===== src/idw_pkg.sv =====
// Package: word indices, fixed values and field positions of the identify words block
package idw_pkg;
    localparam logic [7:0]  IDW_W_CAP_LO    = 8'h39;
    localparam logic [7:0]  IDW_W_CAP_HI    = 8'h3A;
    localparam logic [7:0]  IDW_W_MULT      = 8'h3B;
    localparam logic [7:0]  IDW_W_LBA_LO    = 8'h3C;
    localparam logic [7:0]  IDW_W_LBA_HI    = 8'h3D;
    localparam logic [7:0]  IDW_W_MDMA      = 8'h3F;
    localparam logic [7:0]  IDW_W_PIO       = 8'h40;
    localparam logic [7:0]  IDW_W_MDMA_MIN  = 8'h41;
    localparam logic [7:0]  IDW_W_MDMA_REC  = 8'h42;
    localparam logic [7:0]  IDW_W_PIO_NOFC  = 8'h43;
    localparam logic [7:0]  IDW_W_PIO_FC    = 8'h44;
    localparam logic [7:0]  IDW_W_MAJOR     = 8'h50;
    localparam logic [7:0]  IDW_W_MINOR     = 8'h51;
    localparam logic [7:0]  IDW_W_SUP1      = 8'h52;
    localparam logic [7:0]  IDW_W_SUP2      = 8'h53;
    localparam logic [7:0]  IDW_W_SUP3      = 8'h54;
    localparam logic [7:0]  IDW_W_ENA1      = 8'h55;
    localparam logic [7:0]  IDW_W_ENA2      = 8'h56;
    localparam logic [7:0]  IDW_W_ENA3      = 8'h57;
    localparam logic [7:0]  IDW_W_UDMA      = 8'h58;
    localparam logic [7:0]  IDW_W_APM       = 8'h5B;
    localparam logic [7:0]  IDW_W_CTRL      = 8'hC0;
    localparam logic [7:0]  IDW_MULT_VALID  = 8'h01;
    localparam logic [7:0]  IDW_MULT_RST    = 8'h00;
    localparam logic [15:0] IDW_CYCLE_NS    = 16'h0078;
    localparam logic [15:0] IDW_MAJOR_VAL   = 16'h00FE;
    localparam logic [15:0] IDW_MINOR_VAL   = 16'h0021;
    localparam logic [15:0] IDW_SUP1_VAL    = 16'h706B;
    localparam logic [15:0] IDW_SUP2_VAL    = 16'h7408;
    localparam logic [15:0] IDW_SUP3_VAL    = 16'h4000;
    localparam logic [15:0] IDW_ENA2_VAL    = 16'h3400;
    localparam logic [15:0] IDW_APM_VAL     = 16'h0000;
    localparam logic [2:0]  IDW_MDMA_SUP    = 3'h7;
    localparam logic [1:0]  IDW_PIO_SUP     = 2'h3;
    localparam logic [6:0]  IDW_UDMA_SUP    = 7'h7F;
    localparam logic [2:0]  IDW_MDMA_RST    = 3'h1;
    localparam logic [6:0]  IDW_UDMA_RST    = 7'h00;
    localparam logic [7:0]  IDW_SF_XFER     = 8'h03;
    localparam logic [4:0]  IDW_XM_MDMA     = 5'h04;
    localparam logic [4:0]  IDW_XM_UDMA     = 5'h08;
    localparam int          IDW_EN_NOP      = 0;
    localparam int          IDW_EN_RDBUF    = 1;
    localparam int          IDW_EN_WRBUF    = 2;
    localparam int          IDW_EN_LOOK     = 3;
    localparam int          IDW_EN_WCACHE   = 4;
    localparam int          IDW_EN_PM       = 5;
    localparam logic [5:0]  IDW_EN_RST      = 6'h3F;
endpackage : idw_pkg


===== src/idw_words_57_88.sv =====
// Identify data words 57 to 88 with live feature, mode and multiple state
//
// Decided for this implementation: the register offsets and the plain strobed port.
`timescale 1ns/1ns
// Summary of operation
// RULE1: Words 57-58 return cylinders times heads times sectors, low word first.
// RULE2: Word 59 upper byte always reads 01H.
// RULE3: Word 59 lower byte holds set-multiple count, 00H after reset.
// RULE4: Words 60-61 return LBA sector total, low word first.
// RULE5: Word 63 selection bits 10..8 hold at most one set bit (none once a UDMA mode is picked); bits 15-11 zero.
// RULE6: Word 63 bits 2..0 all set for modes 0-2; bits 7-3 zero.
// RULE7: Word 64 bits 0 and 1 set for PIO 3 and 4; 7-2 zero.
// RULE8: Translation-valid bit 1 output high, since words 64-68 are supported.
// RULE9: Word 65 reads 120 ns minimum DMA cycle.
// RULE10: Word 66 reads 120 ns recommended cycle; faster hosts may be throttled.
// RULE11: Word 67 reads 120 ns PIO cycle without IORDY.
// RULE12: Word 68 reads 120 ns PIO cycle with IORDY.
// RULE13: Word 80 sets bits 7..1 for versions one through seven.
// RULE14: Word 81 reads 0021H.
// RULE15: Word 82 reads 706BH.
// RULE16: Word 83 has bit 14, 13, 12, 10, 3 set only.
// RULE17: Power management level word 91 always reads 0000H.
// RULE18: Words 84 and 87 read 4000H.
// RULE19: Enables change only for supported features; word 85 reflects them.
// RULE20: Word 85 shows live NOP, buffers, look-ahead, cache, PM enables.
// RULE21: Word 85 bit 1 set only after set-password; bit 0 zero.
// RULE22: Word 86 reads 3400H, with bit 3 always clear.
// RULE23: Word 88 high byte flags at most one selected UDMA mode, none after reset; low byte supported modes.
// RULE24: Set-features 03H with transfer mode value changes the selected DMA mode.
// RULE25: Reserved and obsolete bits read zero, unmapped words too.
module idw_words_57_88
    import idw_pkg::*;
(
    input  wire logic        ref_clk,
    input  wire logic        rst_n,
    input  wire logic [7:0]  addr,
    input  wire logic [15:0] wr_data,
    input  wire logic        wr_stb,
    input  wire logic        rd_stb,
    input  wire logic [15:0] cur_cyl,
    input  wire logic [15:0] cur_heads,
    input  wire logic [15:0] cur_spt,
    input  wire logic [31:0] lba_total,
    input  wire logic        set_mult_stb,
    input  wire logic [7:0]  set_mult_cnt,
    input  wire logic        set_feat_stb,
    input  wire logic [7:0]  set_feat_sub,
    input  wire logic [7:0]  set_feat_cnt,
    input  wire logic        set_pw_stb,
    output logic [15:0] rd_data,
    output logic        xlat_pio_valid,
    output logic [5:0]  feat_en,
    output logic        sec_enabled
);
    logic [15:0] rd_data_ff;
    logic [7:0]  mult_ff;
    logic [2:0]  mdma_sel_ff;
    logic [6:0]  udma_sel_ff;
    logic [5:0]  en_ff;
    logic        sec_ff;
    logic        xlat_ff;
    logic [31:0] cap_ff;
    logic [15:0] nxt_rd_data;
    logic [5:0]  nxt_en;
    logic [2:0]  xm;
    logic        sf_xfer;

    assign rd_data        = rd_data_ff;
    assign xlat_pio_valid = xlat_ff;
    assign feat_en        = en_ff;
    assign sec_enabled    = sec_ff;
    assign xm             = set_feat_cnt[2:0];
    assign sf_xfer        = set_feat_stb && (set_feat_sub == IDW_SF_XFER);

    // Product registered to keep the multiplier off the read path
    always_ff @(posedge ref_clk or negedge rst_n) begin
        if (!rst_n) begin
            cap_ff <= 32'h00000000;
        end else begin
            cap_ff <= 32'(cur_cyl * cur_heads * cur_spt); // see RULE1
        end
    end

    always_ff @(posedge ref_clk or negedge rst_n) begin
        if (!rst_n) begin
            xlat_ff <= 1'b0;
        end else begin
            xlat_ff <= 1'b1; // see RULE8
        end
    end

    always_ff @(posedge ref_clk or negedge rst_n) begin
        if (!rst_n) begin
            mult_ff <= IDW_MULT_RST; // see RULE3
        end else if (set_mult_stb) begin
            mult_ff <= set_mult_cnt; // see RULE3
        end
    end

    // Only modes inside the supported range are taken, one-hot by construction
    always_ff @(posedge ref_clk or negedge rst_n) begin
        if (!rst_n) begin
            mdma_sel_ff <= IDW_MDMA_RST;
            udma_sel_ff <= IDW_UDMA_RST;
        end else if (sf_xfer) begin
            if (set_feat_cnt[7:3] == IDW_XM_MDMA && xm <= 3'h2) begin
                mdma_sel_ff <= 3'(3'h1 << xm); // see RULE5, RULE24
                udma_sel_ff <= IDW_UDMA_RST;
            end else if (set_feat_cnt[7:3] == IDW_XM_UDMA && xm <= 3'h6) begin
                udma_sel_ff <= 7'(7'h01 << xm); // see RULE23, RULE24
                mdma_sel_ff <= 3'h0;
            end
        end
    end

    // Only the write-cache and look-ahead enables change; the other bits keep their reset value
    always_comb begin
        nxt_en = en_ff;
        if (set_feat_stb) begin
            case (set_feat_sub)
                8'h02:   nxt_en[IDW_EN_WCACHE] = 1'b1; // see RULE19, RULE20
                8'h82:   nxt_en[IDW_EN_WCACHE] = 1'b0;
                8'hAA:   nxt_en[IDW_EN_LOOK]   = 1'b1;
                8'h55:   nxt_en[IDW_EN_LOOK]   = 1'b0;
                default: nxt_en = en_ff;
            endcase
        end
    end

    always_ff @(posedge ref_clk or negedge rst_n) begin
        if (!rst_n) begin
            en_ff <= IDW_EN_RST;
        end else begin
            en_ff <= nxt_en; // see RULE19
        end
    end

    always_ff @(posedge ref_clk or negedge rst_n) begin
        if (!rst_n) begin
            sec_ff <= 1'b0;
        end else if (set_pw_stb) begin
            sec_ff <= 1'b1; // see RULE21
        end
    end

    always_comb begin
        nxt_rd_data = 16'h0000; // see RULE25
        case (addr)
            IDW_W_CAP_LO:   nxt_rd_data = cap_ff[15:0]; // see RULE1
            IDW_W_CAP_HI:   nxt_rd_data = cap_ff[31:16];
            IDW_W_MULT:     nxt_rd_data = {IDW_MULT_VALID, mult_ff}; // see RULE2
            IDW_W_LBA_LO:   nxt_rd_data = lba_total[15:0]; // see RULE4
            IDW_W_LBA_HI:   nxt_rd_data = lba_total[31:16];
            IDW_W_MDMA:     nxt_rd_data = {5'h00, mdma_sel_ff, 5'h00, IDW_MDMA_SUP}; // see RULE5, RULE6
            IDW_W_PIO:      nxt_rd_data = {14'h0000, IDW_PIO_SUP}; // see RULE7
            IDW_W_MDMA_MIN: nxt_rd_data = IDW_CYCLE_NS; // see RULE9
            IDW_W_MDMA_REC: nxt_rd_data = IDW_CYCLE_NS; // see RULE10
            IDW_W_PIO_NOFC: nxt_rd_data = IDW_CYCLE_NS; // see RULE11
            IDW_W_PIO_FC:   nxt_rd_data = IDW_CYCLE_NS; // see RULE12
            IDW_W_MAJOR:    nxt_rd_data = IDW_MAJOR_VAL; // see RULE13
            IDW_W_MINOR:    nxt_rd_data = IDW_MINOR_VAL; // see RULE14
            IDW_W_SUP1:     nxt_rd_data = IDW_SUP1_VAL; // see RULE15
            IDW_W_SUP2:     nxt_rd_data = IDW_SUP2_VAL; // see RULE16
            IDW_W_SUP3:     nxt_rd_data = IDW_SUP3_VAL; // see RULE18
            IDW_W_ENA1:     nxt_rd_data = {1'b0, en_ff[IDW_EN_NOP], en_ff[IDW_EN_RDBUF], en_ff[IDW_EN_WRBUF],
                                           5'h00, en_ff[IDW_EN_LOOK], en_ff[IDW_EN_WCACHE], 1'b0,
                                           en_ff[IDW_EN_PM], 1'b0, sec_ff, 1'b0}; // see RULE20, RULE21
            IDW_W_ENA2:     nxt_rd_data = IDW_ENA2_VAL; // see RULE22
            IDW_W_ENA3:     nxt_rd_data = IDW_SUP3_VAL; // see RULE18
            IDW_W_UDMA:     nxt_rd_data = {1'b0, udma_sel_ff, 1'b0, IDW_UDMA_SUP}; // see RULE23
            IDW_W_APM:      nxt_rd_data = IDW_APM_VAL; // see RULE17
            IDW_W_CTRL:     nxt_rd_data = {9'h000, sec_ff, en_ff};
            default:        nxt_rd_data = 16'h0000;
        endcase
    end

    // Data stand only in the cycle after the strobe
    always_ff @(posedge ref_clk or negedge rst_n) begin
        if (!rst_n) begin
            rd_data_ff <= 16'h0000;
        end else if (rd_stb) begin
            rd_data_ff <= nxt_rd_data;
        end else begin
            rd_data_ff <= 16'h0000;
        end
    end

    // Writes carry no state here; the sink only keeps the bus inputs read
    logic unused_wr;
    assign unused_wr = wr_stb & (^wr_data);
endmodule : idw_words_57_88


===== config.mk =====
export PLATFORM = sky130hd
export DESIGN_NAME = idw_words_57_88
export DESIGN_NICKNAME = d
export VERILOG_FILES = /design/src/idw_pkg.sv /design/src/idw_words_57_88.sv
export SDC_FILE = /design/constraint.sdc
export NUM_CORES = 2
export LEC_CHECK = 0
export BUFFER_PORTS_ARGS = -buffer_cell sky130_fd_sc_hd__buf_2
export CAP_MARGIN = 10
export CORE_MARGIN = 2
export CORE_UTILIZATION = 35
export CTS_CLUSTER_SIZE = 16
export DETAILED_ROUTE_END_ITERATION = 10
export SETUP_SLACK_MARGIN = 0.2
export SYNTH_ARGS = -nofsm -noshare
export SYNTH_HDL_FRONTEND = slang
export SYNTH_SLANG_ARGS = --single-unit
export TNS_END_PERCENT = 50

===== constraint.sdc =====
create_clock -name ref_clk -period 2.1 [get_ports ref_clk]
set_clock_uncertainty 0.05 [all_clocks]
set_input_delay 0.42 -clock ref_clk [delete_from_list [all_inputs] [get_ports ref_clk]]
set_output_delay 0.42 -clock ref_clk [all_outputs]
set_load 0.03 [all_outputs]

==> summary.txt <==
status: finished with violations
failing checks: negative setup slack
Synth Register Bits: 70
worst reg2reg startpoint: mult_ff[1]
WL final: 63.6 mm
CORE AREA: 65400 um2
minimum clock period: 10.40 ns
Setup Crit Path Kind: primary input to register
# clock sinks: 70
unrepaired setup endpoints after global routing: true
number of port buffers: 137
vias: 18700
top post-synthesis cells by area: fa_1 (43%), ha_1 (9.2%), inv_1 (8.8%)
Die Width: 260 um
Ports: 159
Area Overhead vs Synth: 30.5%
Hold Path Class: primary input to asynchronous set/reset pin
share of layout cells above drive strength 1: 0.279
Max Buffers Root-to-Sink: 2
critical path startpoint category: primary input
CP Max Fanout: 6
endpoint type of the worst setup path: register
Seq/Total Area, Yosys: 0.0763
Worst-path clk slew: 0.06 ns
cell mode on critical path: fa_1
Syn Area/Cell: 8.88 um2
WL/cell: 16.2 um
initial DRC count: 1020
Slew headroom: 0.642
DRT Pass-1 Iters: 5
initial antenna violation count: 5
layout net count: 3862
crit path from: cur_heads[4]
fmax: 96.2 MHz
period utilisation layout: 4.95
largest net degree at the start of global routing: 71
Yosys top cell area share: 0.433
final hold violations: 0
Rows: 94
Final Worst Setup Slack: -8.30 ns
CTS tree: built
Final Max Tran Viols: 0
clock latency on the worst-skew pair: 0.34 ns
placed cell areas: 28300 um2
Root Driver: clkbuf_16
final instance area: 30000 um2
DP Wirelength: 55.2 mm
max-capacitance violation count: 0
Slowest cell on crit path: fa_1
ys async rst share: 1.00
final global-route overflow total: 0
Hold-fix buffers, CTS: 0
drt via density: 4.76
ANT nets after route: 0
Synth cell types: 64
Residual DRC: 0
area leader, netlist: fa_1
Mapped Cells: 2592
Die Ht: 260 um
die area: 67800 um2
first-pass GRT wire length: 106 mm
YS warnings: 0
Worst EP arrival: 10.60 ns
number of H-tree levels: 3
gpl congestion: 0.909
CP max stage delay: 0.56 ns
most frequent cell after synthesis: inv_1
top post-synthesis cells by count: inv_1 (538), fa_1 (498), nand2_1 (432)
ant diodes: 0
starting density of the core: 0.352
vias in the first global route: 20700
clock buffer count from CTS: 9
number of synthesized flops with an enable pin: 0
worst-margin pin slew: 0.537 ns
Cell Area, Synth: 23000 um2
Synth Flop Type: dfrtp_1
Critical Path RT: 2.30 ns
Final setup viols: 30
final core occ: 0.459
Tot GR Track Use: 0.195
-- worst paths after layout --
kind	endpoint	slack (ns)	cells past startpoint
max in group asynchronous	mdma_sel_ff[0]	1.62	2
worst min-delay path	xlat_pio_valid	0.05	2
worst min register to register	udma_sel_ff[0]	0.44	2
worst max-delay path	cap_ff[31]	-8.30	39
min in group ref_clk	sec_enabled	0.23	2
worst max register to register	rd_data[1]	0.64	5
-- placed cells by master, fill, tap and decap left out, types with 13 or more instances in the layout --
master / instances
a21oi_2: 14
nor2_1: 43
o21ai_0: 16
a21oi_1: 45
ha_4: 46
buf_2: 117
inv_2: 23
buf_12: 23
xnor2_2: 15
inv_1: 515
mux2_2: 13
and2_1: 227
and3_1: 21
a21o_1: 21
xnor2_1: 33
buf_4: 391
nand3_1: 27
buf_6: 45
nand2_1: 405
ha_1: 121
nand2_2: 19
fa_1: 486
dfrtp_1: 67
xor2_1: 15
nand2b_1: 19
-- final cells by class --
type	instances	area, um2
fillers	6340	35400
multi-input cells	1861	20300
repair buffers	580	4530
inverters	538	2020
flip-flops and latches	70	1760
well taps	864	1080
clock buffers	10	229
clock inverters	6	87.6
-- routing by layer --
metal	vias to the layer above	track usage	share of wire
met5	-	0	0.0011
met4	10	0.0300	0.014
met1	9437	0.253	0.44
met2	442	0.357	0.50
met3	70	0.0184	0.044
li1	8747	-	-
-- cells by family (layout without fill, tap and decap cells) --
kind of cell    after synthesis  after routing  share of synthesized area
simple gates                858            858                      0.180
fa+ha+maj                   667            667                      0.525
mux                          18             18                    0.00854
compound gates              231            231                     0.0669
xor+xnor                     82             82                     0.0333
flops                        70             70                     0.0763
other cells                   1              5                   0.000163
buf+inv                     665           1134                      0.109
-- sequential cells by signal (all words and copies together) (netlist names) --
signal / flops
cap_ff: 32
rd_data: 16
mult_ff: 8
udma_sel_ff: 7
mdma_sel_ff: 3
feat_en: 2
sec_enabled: 1
xlat_pio_valid: 1
-- metrics by stage --
step                hold slack (ns)  TNS, ns  instances  setup WS [ns]
detailed placement            0.414  -210.61       3874          -9.00
floorplan                    0.0744  -189.64       2596          -8.02
CTS                          0.0591  -191.52       3919          -8.33
finish                       0.0476  -190.55       3929          -8.30
global placement              0.413  -208.74       3874          -8.83
global route                 0.0802  -200.30       3929          -8.73
-- what timing repair did --
item | in CTS | in global routing
setup endpoints to repair | 38 | 48
gates resized for setup | 137 | 103
pin swaps | 92 | 53
setup buffers | 29 | 10
-- worst max-delay path: cells and delay by family --
family / cells / cell delay (ns)
buffers and inverters: 10 / 1.02
and+or+nand+nor: 7 / 1.07
adders and majority gates: 14 / 6.50
xor gates and xnor gates: 2 / 0.27
AOI/OAI and AO/OA: 6 / 1.32
Power is not shown: default switching activity piles up to over one toggle a cycle in this logic, so the estimate is an artifact.
